## src/inc/bmpm_pkg.sv

```systemverilog
// Package of constants and types for the boot mode pin multiplexer
package bmpm_pkg;

    // ************
    // Bus widths
    // ************
    localparam int ADDR_W      = 14;   // Full memory mode address outputs
    localparam int DATA_W      = 24;   // Full memory mode data pins
    localparam int HOST_W      = 16;   // Host port address/data width
    localparam int BYTE_HI_W   = 8;    // Upper byte address bits on data MSBs
    localparam int NUM_FLAGS   = 8;    // Programmable flag pins 0..7

    // ************
    // Field positions
    // ************
    localparam int FLAG_HOST_SEL = 2;  // Strap on flag 2 selects host mode
    localparam int FLAG_IRQ_EL   = 7;  // Edge or level interrupt pin
    localparam int FLAG_IRQ_LB   = 6;  // Level interrupt b pin
    localparam int FLAG_IRQ_LA   = 5;  // Level interrupt a pin
    localparam int FLAG_IRQ_E    = 4;  // Edge interrupt pin
    localparam int NUM_IRQ       = 6;  // Interrupt request vector width
    localparam int IRQ_SP_A      = 4;  // Serial port interrupt a position
    localparam int IRQ_SP_B      = 5;  // Serial port interrupt b position

    // ************
    // Reset values
    // ************
    localparam logic [2:0]  RST_MODE = 3'h0;    // Mode latches after reset
    localparam logic [23:0] RST_DATA = 24'h000000; // Idle data value

    // ************
    // Modes
    // ************
    typedef enum logic {BMPM_FULL_MEM, BMPM_HOST} bmpm_mode_t;

endpackage

```

## src/bmpm_edge_det.sv

```systemverilog
// Edge or level interrupt detector for one active-low pin
`timescale 1ns/10ps
module bmpm_edge_det (
    input  wire logic mclk_in,       // Processor clock
    input  wire logic reset_in,      // Synchronous reset, high
    input  wire logic pin_n_in,      // Active-low pin level
    input  wire logic edge_mode_in,  // 1 = edge, 0 = level
    input  wire logic clear_in,      // Clears latched edge
    output logic      req_out        // Registered request
);

    // ************
    // State
    // ************
    typedef struct packed {
        logic prev;   // Previous pin level
        logic latch;  // Latched falling edge
        logic req;    // Registered request
    } bmpm_ed_t;

    bmpm_ed_t st_r;   // Current state
    bmpm_ed_t st_nxt; // Next state

    // Next state: edge set wins over clear
    always_comb begin
        st_nxt = st_r;
        st_nxt.prev = pin_n_in;
        if (clear_in) begin
            st_nxt.latch = 1'b0;
        end
        if (st_r.prev && !pin_n_in) begin
            st_nxt.latch = 1'b1;
        end
        st_nxt.req = edge_mode_in ? st_nxt.latch : !pin_n_in;
    end

    // Register the state
    always_ff @(posedge mclk_in) begin
        if (reset_in) begin
            st_r <= '{prev: 1'b1, latch: 1'b0, req: 1'b0};
        end else begin
            st_r <= st_nxt;
        end
    end

    assign req_out = st_r.req;

endmodule

```

## src/bmpm_pin_mux.sv

```systemverilog
// Boot mode strapping and pin multiplexing for the DSP pins
`timescale 1ns/10ps
module bmpm_pin_mux (
    input  wire logic        mclk_in,                 // Processor clock
    input  wire logic        reset_in,                // Master reset, high
    // Core side memory interface
    input  wire logic [13:0] core_addr_in,            // Core external address
    input  wire logic [23:0] core_wdata_in,           // Core write data
    input  wire logic        core_write_in,           // Core drives data
    input  wire logic        core_byte_in,            // Byte memory access
    input  wire logic [7:0]  core_byte_hi_in,         // Upper byte address bits
    output logic [23:0]      core_rdata_out,          // Data sampled from pins
    // External memory pins
    output logic [13:0]      addr_out,                // Address pins
    output logic [23:0]      data_out,                // Data pin drive value
    output logic [23:0]      data_oe_n_out,           // Data enables, low = drive
    input  wire logic [23:0] data_in,                 // Data pin level
    // Host port pins
    input  wire logic [15:0] host_addr_data_bus_in,   // Host bus level
    output logic [15:0]      host_addr_data_bus_out,  // Host bus drive value
    output logic             host_addr_data_bus_oe_n_out, // Low = drive
    input  wire logic        host_write_strobe_n_in,  // Host write, low
    input  wire logic        host_read_strobe_n_in,   // Host read, low
    input  wire logic        host_addr_latch_in,      // Host address latch, high
    input  wire logic        host_port_select_n_in,   // Host select, low
    output logic             host_port_ack_n_out,     // Acknowledge, low
    // Host port core side
    input  wire logic [15:0] host_rdata_in,           // Core read data for host
    input  wire logic        host_ready_in,           // Core ready for host
    output logic [15:0]      host_addr_out,           // Latched host address
    output logic [15:0]      host_wdata_out,          // Host write data
    output logic             host_wr_out,             // Host write pulse
    output logic             host_rd_out,             // Host read pulse
    // Flags and interrupts
    input  wire logic [7:0]  prog_flag_in,            // Flag pin levels
    input  wire logic [7:0]  flag_dir_in,             // 1 = flag is output
    input  wire logic [7:0]  flag_val_in,             // Flag output values
    output logic [7:0]       prog_flag_out,           // Flag drive values
    output logic [7:0]       prog_flag_oe_n_out,      // Low = drive
    output logic [7:0]       flag_read_out,           // Flag input readback
    input  wire logic        irq_el_edge_in,          // Edge mode for pin 7
    input  wire logic [5:0]  interrupt_mask_bits_in,  // Interrupt enables
    input  wire logic [5:0]  irq_clear_in,            // Clear edge latches
    output logic [5:0]       irq_req_out,             // Masked requests
    // Serial port b pins
    input  wire logic        sport_b_irq_mode_in,     // 1 = irq/flag use
    input  wire logic [1:0]  sp_irq_edge_in,          // Edge mode per sp irq
    input  wire logic        sp_rfs_n_in,             // Receive frame / irq a
    input  wire logic        sp_tfs_n_in,             // Transmit frame / irq b
    input  wire logic        sp_dr_in,                // Receive data / flag in
    input  wire logic        core_dt_in,              // Core transmit data
    input  wire logic        core_flag_output_in,     // Core flag out value
    output logic             sp_dt_out,               // Transmit data / flag out
    output logic             flag_input_out,          // Flag input readback
    output logic             sp_rfs_core_out,         // Frame to serial core
    output logic             sp_tfs_core_out,         // Frame to serial core
    output logic             sp_dr_core_out,          // Data to serial core
    // Bus arbitration and power down
    input  wire logic        bus_request_n_in,        // Bus request, low
    input  wire logic        core_bus_idle_in,        // Core may release bus
    output logic             bus_grant_n_out,         // Bus grant, low
    output logic             bus_grant_hung_n_out,    // Grant hung, low
    input  wire logic        power_down_request_n_in, // Power-down, low
    input  wire logic        core_pd_done_in,         // Core entered power-down
    output logic             power_down_ack_out,      // Power-down ack, high
    output logic             host_mode_out            // Latched mode, 1 = host
);

    // ************
    // State
    // ************
    typedef struct packed {
        bmpm_pkg::bmpm_mode_t mode;      // Latched operating mode
        logic [2:0]  straps;             // Latched strap pins
        logic        in_reset;           // Previous cycle was reset
        logic [13:0] addr;               // Address pins
        logic [23:0] data;               // Data drive
        logic [23:0] data_oe_n;          // Data enables
        logic [23:0] rdata;              // Sampled data
        logic [15:0] haddr;              // Latched host address
        logic [15:0] hwdata;             // Host write data
        logic [15:0] hbus;               // Host bus drive value
        logic        hbus_oe_n;          // Host bus enable
        logic        hwr;                // Host write pulse
        logic        hrd;                // Host read pulse
        logic        hack_n;             // Host acknowledge
        logic        hstrobe_d;          // Previous strobe active
        logic [7:0]  pf;                 // Flag drive values
        logic [7:0]  pf_oe_n;            // Flag enables
        logic [7:0]  pf_rd;              // Flag readback
        logic [5:0]  irq;                // Masked requests
        logic        dt;                 // Transmit / flag out
        logic        fi;                 // Flag input
        logic        rfs;                // Frame to serial
        logic        tfs;                // Frame to serial
        logic        dr;                 // Data to serial
        logic        bg_n;               // Bus grant
        logic        bgh_n;              // Grant hung
        logic        pd_ack;             // Power-down ack
    } bmpm_st_t;

    bmpm_st_t   st_r;     // Current state
    bmpm_st_t   st_nxt;   // Next state
    logic [5:0] raw_irq;  // Unmasked interrupt requests
    logic [5:0] pin_n;    // Active-low interrupt pin levels
    logic [5:0] edge_md;  // Edge mode per interrupt

    // ************
    // Interrupt detection
    // ************
    // Flag outputs loop back through the pin level, so flags 4 to 7 driven low request
    always_comb begin
        pin_n   = {sp_tfs_n_in, sp_rfs_n_in,
                   prog_flag_in[bmpm_pkg::FLAG_IRQ_EL], prog_flag_in[bmpm_pkg::FLAG_IRQ_LB],
                   prog_flag_in[bmpm_pkg::FLAG_IRQ_LA], prog_flag_in[bmpm_pkg::FLAG_IRQ_E]};
        // Bits: 0 edge, 1 level a, 2 level b, 3 edge/level, 4-5 serial
        edge_md = {sp_irq_edge_in, irq_el_edge_in, 1'b0, 1'b0, 1'b1};
    end

    // One detector per interrupt source
    for (genvar i = 0; i < bmpm_pkg::NUM_IRQ; i++) begin : g_irq
        bmpm_edge_det u_det (
            .mclk_in      (mclk_in),
            .reset_in     (reset_in),
            .pin_n_in     (pin_n[i]),
            .edge_mode_in (edge_md[i]),
            .clear_in     (irq_clear_in[i]),
            .req_out      (raw_irq[i])
        );
    end

    // ************
    // Next state
    // ************
    always_comb begin
        st_nxt = st_r;
        st_nxt.in_reset = 1'b0;
        st_nxt.hwr = 1'b0;
        st_nxt.hrd = 1'b0;
        // Straps latched on the first cycle after reset release
        if (st_r.in_reset) begin
            st_nxt.straps = prog_flag_in[2:0];
            st_nxt.mode = st_nxt.straps[bmpm_pkg::FLAG_HOST_SEL] ?
                          bmpm_pkg::BMPM_HOST : bmpm_pkg::BMPM_FULL_MEM;
        end
        // Flags are general I/O after reset; straps only read above
        st_nxt.pf      = flag_val_in;
        st_nxt.pf_oe_n = ~flag_dir_in;
        st_nxt.pf_rd   = prog_flag_in;
        // Unmasked requests reach the core
        st_nxt.irq = raw_irq & interrupt_mask_bits_in;
        if (!sport_b_irq_mode_in) begin
            st_nxt.irq[bmpm_pkg::IRQ_SP_B:bmpm_pkg::IRQ_SP_A] = 2'h0; // Pins serve serial
        end
        // Serial port b pins: serial or irq/flag use
        st_nxt.dt  = sport_b_irq_mode_in ? core_flag_output_in : core_dt_in;
        st_nxt.fi  = sport_b_irq_mode_in ? sp_dr_in : 1'b0;
        st_nxt.rfs = sport_b_irq_mode_in ? 1'b1 : sp_rfs_n_in;
        st_nxt.tfs = sport_b_irq_mode_in ? 1'b1 : sp_tfs_n_in;
        st_nxt.dr  = sport_b_irq_mode_in ? 1'b0 : sp_dr_in;
        // Grant once the core is idle; hung while core still needs bus
        st_nxt.bg_n  = !(!bus_request_n_in && core_bus_idle_in);
        st_nxt.bgh_n = !(!st_r.bg_n && !core_bus_idle_in);
        // Power-down acknowledged after the core has stopped
        st_nxt.pd_ack = !power_down_request_n_in && core_pd_done_in;
        st_nxt.rdata = data_in;
        if (st_r.mode == bmpm_pkg::BMPM_FULL_MEM) begin
            // Full memory mode: whole address and data buses
            st_nxt.addr = core_addr_in;
            st_nxt.data = core_wdata_in;
            st_nxt.data_oe_n = core_write_in ? 24'h000000 : 24'hFFFFFF;
            if (core_byte_in) begin
                st_nxt.data[23:16] = core_byte_hi_in; // Byte address on MSBs
                st_nxt.data_oe_n[23:16] = 8'h00;
            end
            st_nxt.hbus_oe_n = 1'b1;
            st_nxt.hack_n = 1'b1;
        end else begin
            // Host mode: only lowest address bit remains
            st_nxt.addr = {13'h0000, core_addr_in[0]};
            // Upper 16 data pins only
            st_nxt.data = {core_wdata_in[23:8], 8'h00};
            st_nxt.data_oe_n = {{16{!core_write_in}}, 8'hFF};
            st_nxt.rdata[7:0] = 8'h00;
            // Address then data on the shared host bus
            if (host_addr_latch_in && !host_port_select_n_in) begin
                st_nxt.haddr = host_addr_data_bus_in;
            end
            st_nxt.hstrobe_d = !host_port_select_n_in &&
                               (!host_write_strobe_n_in || !host_read_strobe_n_in);
            if (st_nxt.hstrobe_d && !st_r.hstrobe_d) begin
                st_nxt.hwr = !host_write_strobe_n_in;
                st_nxt.hrd = !host_read_strobe_n_in;
                if (!host_write_strobe_n_in) begin
                    st_nxt.hwdata = host_addr_data_bus_in;
                end
            end
            st_nxt.hbus = host_rdata_in;
            st_nxt.hbus_oe_n = !(!host_port_select_n_in && !host_read_strobe_n_in);
            st_nxt.hack_n = !(st_nxt.hstrobe_d && host_ready_in);
        end
    end

    // ************
    // Registers
    // ************
    always_ff @(posedge mclk_in) begin
        if (reset_in) begin
            st_r <= '0;
            st_r.mode <= bmpm_pkg::BMPM_FULL_MEM;
            st_r.straps <= bmpm_pkg::RST_MODE;
            st_r.in_reset <= 1'b1;
            st_r.data_oe_n <= 24'hFFFFFF;
            st_r.hbus_oe_n <= 1'b1;
            st_r.hack_n <= 1'b1;
            st_r.pf_oe_n <= 8'hFF;
            st_r.rfs <= 1'b1;
            st_r.tfs <= 1'b1;
            st_r.bg_n <= 1'b1;
            st_r.bgh_n <= 1'b1;
        end else begin
            st_r <= st_nxt;
        end
    end

    // ************
    // Outputs
    // ************
    assign core_rdata_out = st_r.rdata;
    assign addr_out = st_r.addr;
    assign data_out = st_r.data;
    assign data_oe_n_out = st_r.data_oe_n;
    assign host_addr_data_bus_out = st_r.hbus;
    assign host_addr_data_bus_oe_n_out = st_r.hbus_oe_n;
    assign host_port_ack_n_out = st_r.hack_n;
    assign host_addr_out = st_r.haddr;
    assign host_wdata_out = st_r.hwdata;
    assign host_wr_out = st_r.hwr;
    assign host_rd_out = st_r.hrd;
    assign prog_flag_out = st_r.pf;
    assign prog_flag_oe_n_out = st_r.pf_oe_n;
    assign flag_read_out = st_r.pf_rd;
    assign irq_req_out = st_r.irq;
    assign sp_dt_out = st_r.dt;
    assign flag_input_out = st_r.fi;
    assign sp_rfs_core_out = st_r.rfs;
    assign sp_tfs_core_out = st_r.tfs;
    assign sp_dr_core_out = st_r.dr;
    assign bus_grant_n_out = st_r.bg_n;
    assign bus_grant_hung_n_out = st_r.bgh_n;
    assign power_down_ack_out = st_r.pd_ack;
    assign host_mode_out = st_r.mode;

endmodule

```

## config.mk

```make
export PLATFORM = sky130hd
export DESIGN_NAME = bmpm_pin_mux
export DESIGN_NICKNAME = d
export VERILOG_FILES = /design/src/inc/bmpm_pkg.sv /design/src/bmpm_edge_det.sv /design/src/bmpm_pin_mux.sv
export SDC_FILE = /design/constraint.sdc
export NUM_CORES = 1
export LEC_CHECK = 0
export ABC_AREA = 1
export BUFFER_PORTS_ARGS = -buffer_cell sky130_fd_sc_hd__buf_2
export CORE_MARGIN = 5
export CORE_UTILIZATION = 45
export CTS_BUF_LIST = sky130_fd_sc_hd__clkbuf_8
export DETAILED_ROUTE_END_ITERATION = 6
export PLACE_DENSITY = 0.79
export SYNTH_ARGS = -nofsm -noshare
export SYNTH_HDL_FRONTEND = slang
export SYNTH_SLANG_ARGS = --single-unit
```

## constraint.sdc

```tcl
create_clock -name mclk_in -period 1.3 [get_ports mclk_in]
set_clock_uncertainty 0.05 [all_clocks]
set_input_delay 0.26 -clock mclk_in [delete_from_list [all_inputs] [get_ports mclk_in]]
set_output_delay 0.26 -clock mclk_in [all_outputs]
set_load 0.01 [all_outputs]
```

; ---- After elaboration in Yosys (flattened, before gate mapping)
; Index checks and enable logic that the tools add are counted.
[word_totals]
regBits = 192
input_bits = 160
output_inout_bits = 177
word_cells = 122
[op_classes]
mux = 32
n_bitwise = 6
n_reduce_logical = 40
[ops]
columns = operator, count
row1 = 178-bit 2-to-1 mux, 1
row2 = 62-bit 2-to-1 mux, 1
row3 = 56-bit 2-to-1 mux, 1
row4 = 16-bit 2-to-1 mux, 3
row5 = 24-bit 2-to-1 mux, 1
row6 = 1-bit 2-to-1 mux, 20
row7 = 1-bit logical NOT, 19
row8 = 8-bit 2-to-1 mux, 2
row9 = 1-bit logical AND, 12
row10 = 8-bit inverter, 1
row11 = 2-bit OR reduction, 4
row12 = 6-bit AND, 1
row13 = 2-bit 2-to-1 mux, 3
row14 = 1-bit inverter, 4
row15 = 3-bit AND reduction, 1
row16 = 3-bit OR reduction, 1
row17 = 2-bit AND reduction, 1
row18 = 2-bit nonzero test, 1
row19 = 1-bit logical OR, 1

; ---- Longest topological paths before layout
; Gate-level depths: netlist of the first run.
[depth]
ltp_word = 7
depth_mapped = 6
depth_no_buf = 5

; ---- Hierarchy
; A second synthesis of the first run with hierarchy kept.
[unflattened]
cells_unflattened = 866
hier_area_um2 = 6911.6
[by_module_without_submodules]
columns = module, instances, cells_each, area_each_um2, seq_area_each_um2
row1 = bmpm_pin_mux, 1, 782, 6273.5, 3163.0
row2 = bmpm_edge_det, 6, 14, 106.4, 60.1

; ---- Worst setup path after synthesis of the first run
; OpenSTA, ideal clock, no wires.
[synth_path]
path_type = reg2reg
start = register st_r, in the netlist host_mode_out
end = register st_r, in the netlist host_wdata_out[0]
setup_time_ns = 0.115
arrival_time_ns = 0.968
path_slack_ns = 0.167
path_stages_with_launch = 7
synth_period_minus_slack_ns = 1.133
cell_sequence = dfxtp_1 -> inv_2 -> nor2_2 -> buf_2 -> nand3_1 -> nand2_1 -> nor2_1
[synth_via]
elab_chain_cells = 1
[synth_lines]
columns = element, line
row1 = "start, declared", bmpm_pin_mux.sv:102  ; bmpm_st_t st_r;
row2 = "start signal, assigned", bmpm_pin_mux.sv:222  ; st_r <= st_nxt;
row3 = 3-bit AND reduction (no line), -
; No other way between the ends.
; A chain may end at the register's enable or synchronous reset.

==> results.sh, run 1 <==
export IMPL_synth_edf_count=0
export IMPL_synthTopCellsByCount="dfxtp_1 (171), buf_4 (167), nor2_1 (156)"
export IMPL_clockPowerShare=0.359
export IMPL_ys_types=16
export IMPL_yosys_warnings=0
export IMPL_drc_errors=0
export IMPL_async_reset_ff_frac=0
export IMPL_rrSetupSlack_ps=80
export IMPL_clkTransAtPathRegs_ps=80
export IMPL_grt_pass1_wl_mm=30.72
export IMPL_netlist_top_cell_by_area="dfxtp_1"
export IMPL_grt_total_usage=0.2190
export IMPL_clock_latency_ps=440
export IMPL_num_rows=44
export IMPL_combPwrFrac=0.143
export IMPL_synth_top_area_share=0.5148
export IMPL_worstRegToRegCells=6
export IMPL_fillers=1110
export IMPL_power_density_nw_per_um2=1220
export IMPL_syn_nets=995
export IMPL_cp_slowest_cell="dfxtp_4"
export IMPL_firstDrtPassIters=4
export IMPL_worstSetupPathType="flip-flop to output port"
export IMPL_required_ps=990
export IMPL_arrival_ps=970
export IMPL_antenna_left=0
export IMPL_r2r_end="data_out[16]"
export IMPL_multi_input_area_um2=1419
export IMPL_fin_crit_sh=0.9817
export IMPL_total_power_w=0.01126
export IMPL_synth_most_common_cell="dfxtp_1"
export IMPL_intPower_w=0.008499
export IMPL_cts_setup_buffers=0
export IMPL_critPathMaxStageDelay_ps=390
export IMPL_synth_ff_type="dfxtp_1"
export IMPL_crit_path_end_kind="output port"
export IMPL_io_buffers=334
export IMPL_dieWidth_um=131.6
export IMPL_dr_first_iter_drc_count=388
export IMPL_setup_violations=0
export IMPL_r2r_start="host_mode_out"
export IMPL_hold_ws_ps=30.69
export IMPL_ir_worst_vdd_v=0.001143
export IMPL_hpwl_mm=12.58
export IMPL_hold_class="primary input to flip-flop"
export IMPL_switching_share=0.2450
export IMPL_startpoint_type="flip-flop"
export IMPL_cts_max_level=4
export IMPL_cts_buffers=17
export IMPL_final_cells=1348
export IMPL_status="finished clean"
export IMPL_cts_tree="done"
export IMPL_cp_max_fo=8
export IMPL_cts_root_buf="clkbuf_8"
export IMPL_switching_power_w=0.002758
export IMPL_worstMarginPinSlew_ps=284.1
export IMPL_ys_ff_latch=171
export IMPL_synthToLayoutAreaGrowth_pct=38.72
export IMPL_worstPathCellList="buf_2"
export IMPL_die_area_um2=17310
export IMPL_via_per_inst=4.358
export IMPL_maxCapViolations=0
export IMPL_overflow=0
export IMPL_p_leak_nw=5.110
export IMPL_rsz0062_at_grt="true"
export IMPL_syn_area_um2=6650
export IMPL_hold_viol=0
export IMPL_max_clock_path_buffers=2
export IMPL_min_to="host_addr_out[11]"
export IMPL_final_nets=1305
export IMPL_core_um2=14530
export IMPL_avgSynthCellArea_um2=7.964
export IMPL_min_path_cells=3
export IMPL_period_needed_ps=1276
export IMPL_fp_dieH_um=131.6
export IMPL_grt_max_degree=34
export IMPL_wl_per_cell_um=14.83
export IMPL_drive_above_1_share=0.3492
export IMPL_slew_viol_final=0
export IMPL_hold_path_startpoint="host_addr_data_bus_in[11]"
export IMPL_dp_cells=1180
export IMPL_via_count=5875
export IMPL_synth_cells=835
export IMPL_first_global_vias=6049
export IMPL_place_congestion=0.8249
export IMPL_path_buf_inv=1
export IMPL_initial_core_util=0.4576
export IMPL_drt_total_wl_mm=20.00
export IMPL_yosys_top_cells_area="dfxtp_1 (51%), buf_4 (19%), nor2_1 (8.8%), nand2_1 (7.7%), inv_1 (6.5%)"
export IMPL_relSlewSlack=0.8103
export IMPL_seq_area_frac_synth=0.5148
export IMPL_timing_fmax_mhz=783.6
export IMPL_path_delay_family="flip-flops"
export IMPL_clock_sinks=171
export IMPL_seqPwrFrac=0.498
export IMPL_top_level_ports=337
export IMPL_antenna_found_initial=6
export IMPL_ff_latch_area_um2=3451
## cells by family after synthesis
family                 Yosys count  synth area share
buffers and inverters          310            0.2726
and+or+nand+nor                322            0.1885
DFF                            171            0.5148
AOI/OAI and AO/OA               32           0.02408
## flip-flops by register name, indices dropped and copies added, names as in the netlist, 3 cells and up
name                    count
prog_flag_oe_n_out          8
g_irq.u_det.st_r            8
core_rdata_out             24
flag_read_out               8
host_addr_out              16
data_out                   24
addr_out                   14
prog_flag_out               8
host_wdata_out             16
data_oe_n_out               3
host_addr_data_bus_out     16
g_irq.u_det.req_out         5
irq_req_out                 6
## power by group through the flow
stage	sequential [W]	clock, W	combinational [W]
2_1_floorplan	0.00571	0	0.000902
3_3_place_gp	0.00570	0	0.00122
3_5_place_dp	0.00572	0	0.00124
4_1_cts	0.00559	0.00411	0.00155
5_1_grt	0.00563	0.00435	0.00175
6_report	0.00560	0.00405	0.00161
## stage by stage
step / instance area (um^2) / util / setup slack (ps) / TNS (ps)
floorplan: 6650 / - / 167.4 / 0
global placement: 7396 / 0.5089 / 40.09 / 0
detailed placement: 7396 / 0.5089 / 6.450 / 0
CTS: 9136 / 0.6286 / 2.835 / 0
global route: 9223 / 0.6346 / -55.90 / -1013
finish: 9225 / 0.6347 / 23.80 / 0
## routing by layer
metal  vias to the layer above  track usage  share of wire
met2                       282       0.4007           0.54
met4                         0       0.1051          0.038
met5                         -            0              0
li1                       2903            -              -
met3                        57      0.07569          0.074
met1                      2633       0.2211           0.35
## what timing repair did
action                     CTS  global route
hold buffers               129             1
hold endpoints to repair   133             1
resized for setup            8            22
setup endpoints to repair   25            43
## worst min-delay path, cell delays in order
cell and delay, ps:
buf_2 100, nor2_1 40, nor2_1 80
## worst max-delay path by stage
stage                     slack, ps                 to  cells after the start              start
after floorplan                 170  host_wdata_out[0]                      6      host_mode_out
after global placement           40        addr_out[9]                      6           reset_in
after detailed placement          6        addr_out[7]                      6           reset_in
after CTS                         3   data_oe_n_out[6]                      1   data_oe_n_out[6]
after global routing            -60   data_oe_n_out[7]                      1   data_oe_n_out[6]
final                            20  data_oe_n_out[20]                      1  data_oe_n_out[22]
## area by class of cell
cell class              instances  area share
diodes                          7    0.001899
multi-input cells             354      0.1538
clock inverters                12     0.01872
repair buffers                482      0.3498
inverters                     119     0.04842
flip-flops and latches        171      0.3741
clock buffers                  19     0.02835
well taps                     184     0.02496
## cell usage in the layout (no fill, tap or decap), types with 16 or more instances in the layout
master         netlist  final
inv_1              115    116
dfxtp_1            171    157
a21oi_1             20     20
nor2_1             156    156
nand3_1             23     22
buf_2               18    325
dlygate4sd3_1        0    129
buf_4              167     16
nand2_1            137    137
clkbuf_8             0     19
No activity file was read; power rests on OpenSTA's default activity.
==> run 2, diff against run 1 <==
- CORE_AREA: unset -> 2 2 132 134
- CORE_MARGIN: 5 -> unset
- CORE_UTILIZATION: 45 -> unset
- DIE_AREA: unset -> 0 0 134 136
- GPL_TIMING_DRIVEN: unset -> 0
- PLACE_DENSITY: 0.79 -> 0.71
==> results.sh, run 2 (synthesized netlist as in run 1, its figures left out) <==
export IMPL_wl_per_cell_um=13.93
export IMPL_period_needed_ps=1418
export IMPL_cts_tree="done"
export IMPL_cts_root_buf="clkbuf_8"
export IMPL_rsz0062_at_grt="true"
export IMPL_dieWidth_um=134
export IMPL_seqPwrFrac=0.492
export IMPL_p_leak_nw=5.501
export IMPL_slew_viol_final=0
export IMPL_cp_max_fo=8
export IMPL_clock_sinks=171
export IMPL_overflow=0
export IMPL_required_ps=990
export IMPL_antenna_left=0
export IMPL_clkTransAtPathRegs_ps=90
export IMPL_status="complete, but fails checks"
export IMPL_die_area_um2=18220
export IMPL_num_rows=48
export IMPL_via_count=6029
export IMPL_r2r_end="st_r[38]"
export IMPL_antenna_found_initial=0
export IMPL_setup_violations=25
export IMPL_cts_buffers=17
export IMPL_worstRegToRegCells=4
export IMPL_final_area_um2=10660
export IMPL_placed_area_um2=8603
export IMPL_worstSetupPathType="flip-flop to output port"
export IMPL_use_met3=0.05817
export IMPL_hold_class="primary input to flip-flop"
export IMPL_grt_pass1_wl_mm=30.35
export IMPL_io_buffers=334
export IMPL_drive_above_1_share=0.3990
export IMPL_diodes=0
export IMPL_timing_fmax_mhz=705.1
export IMPL_final_common_cell="buf_2"
export IMPL_hold_viol=0
export IMPL_final_cells=1438
export IMPL_final_nets=1360
export IMPL_met2_usage=0.4026
export IMPL_cts_max_level=4
export IMPL_grt_max_degree=17
export IMPL_first_global_vias=6217
export IMPL_relSlewSlack=0.5029
export IMPL_worstMarginPinSlew_ps=745.6
export IMPL_firstDrtPassIters=4
export IMPL_layout_setup_ws_ps=-118.3
export IMPL_power_density_nw_per_um2=1082
export IMPL_endpoint="data_oe_n_out[22]"
export IMPL_arrival_ps=1110
export IMPL_fin_crit_sh=1.091
export IMPL_core_um2=16880
export IMPL_dr_first_iter_drc_count=200
export IMPL_rrSetupSlack_ps=90
export IMPL_switching_share=0.2652
export IMPL_switching_power_w=0.003059
export IMPL_grt_busiest_layer="met2"
export IMPL_dp_cells=1394
export IMPL_synthToLayoutAreaGrowth_pct=60.30
export IMPL_combPwrFrac=0.171
export IMPL_place_congestion=0.7646
export IMPL_clock_latency_ps=460
export IMPL_maxCapViolations=0
export IMPL_via_per_inst=4.193
export IMPL_clockPowerShare=0.336
export IMPL_ir_worst_vdd_v=0.0006237
export IMPL_drc_errors=0
export IMPL_cp_startpoint="data_oe_n_out[22]"
export IMPL_finalSetupTns_ps=-2526
export IMPL_startpoint_type="flip-flop"
export IMPL_grt_total_usage=0.2138
export IMPL_intPower_w=0.008478
export IMPL_fp_dieH_um=136
export IMPL_initial_core_util=0.3941
export IMPL_hpwl_mm=12.82
export IMPL_drt_total_wl_mm=20.03
export IMPL_max_clock_path_buffers=2
export IMPL_most_common_layout_cells="buf_2 (185), buf_6 (175), nor2_1 (156)"
export IMPL_met1_usage=0.2174
export IMPL_violations="negative setup slack"
export IMPL_r2r_start="host_mode_out"
export IMPL_crit_path_end_kind="output port"
export IMPL_top_level_ports=337
-- run 2: cell types whose count changed in the layout (fill, tap and decap cells not counted), sizes merged, moves of 3 or more --
cell,delta
diode,-7
clkbuf,+3
buf,+30
dlygate4sd3,+22
clkinvlp,+4
-- run 2: per-stage QoR --
step	hold slack, ps	util	worst slack, ps	total power (W)
final	44.34	0.6317	-118.3	0.01154
after global routing	20.39	0.6317	-161.3	0.01201
after CTS	11.25	0.6309	-136.3	0.01157
after detailed placement	355.6	0.5098	-313.5	0.007272
after global placement	347.5	0.5098	-301.2	0.007241
after floorplan	237.7	-	167.4	0.006609
-- run 2: what timing repair did --
action	CTS	global route
hold endpoints to repair	151	0
setup buffers	1	0
gates resized for setup	259	13
pin swaps	0	0
endpoints found under the setup margin	185	56
hold buffers	151	0
-- run 2: cell type report --
class                      instances  area [um^2]
buffer                            51        357.8
clock buffer                      18        247.7
clock inverter                    14        158.9
fill                            1320         6216
inverter                         119        451.7
multi-input combinational        354         1426
sequential                       171         3513
tap                              225        281.5
timing repair buffer             486         4223
-- run 2: routing by layer --
| layer | part of all wire | vias up | wire, um |
|---|---|---|---|
| met3 | 0.068 | 46 | 1366 |
| met5 | 0 | - | 0 |
| li1 | - | 3013 | - |
| met1 | 0.37 | 2738 | 7506 |
| met2 | 0.53 | 232 | 10540 |
| met4 | 0.031 | 0 | 617 |
-- run 2: worst min-delay path by stage --
stage                                start                      to  slack (ps)  depth (start not counted)
floorplan                         reset_in               st_r[177]         240                          0
global placement                  reset_in               st_r[177]         350                          1
detailed placement                reset_in               st_r[177]         360                          1
CTS                 host_write_strobe_n_in     host_port_ack_n_out          10                          3
global route            core_byte_hi_in[5]            data_out[21]          20                          3
finish                   sp_irq_edge_in[0]  g_irq[4].u_det.req_out          40                          4
-- run 2: power by group through the flow --
| stage | logic, W | clock network (W) | registers [W] |
|---|---|---|---|
| 4_1_cts | 0.00194 | 0.00395 | 0.00568 |
| 2_1_floorplan | 0.000902 | 0 | 0.00571 |
| 5_1_grt | 0.00213 | 0.00417 | 0.00571 |
| 3_3_place_gp | 0.00152 | 0 | 0.00572 |
| 6_report | 0.00197 | 0.00388 | 0.00568 |
| 3_5_place_dp | 0.00154 | 0 | 0.00573 |
-- run 2: critical path, stage by stage, from the launching register on --
cell and delay, ps:
dfxtp_4 390, buf_4 150, buf_6 110
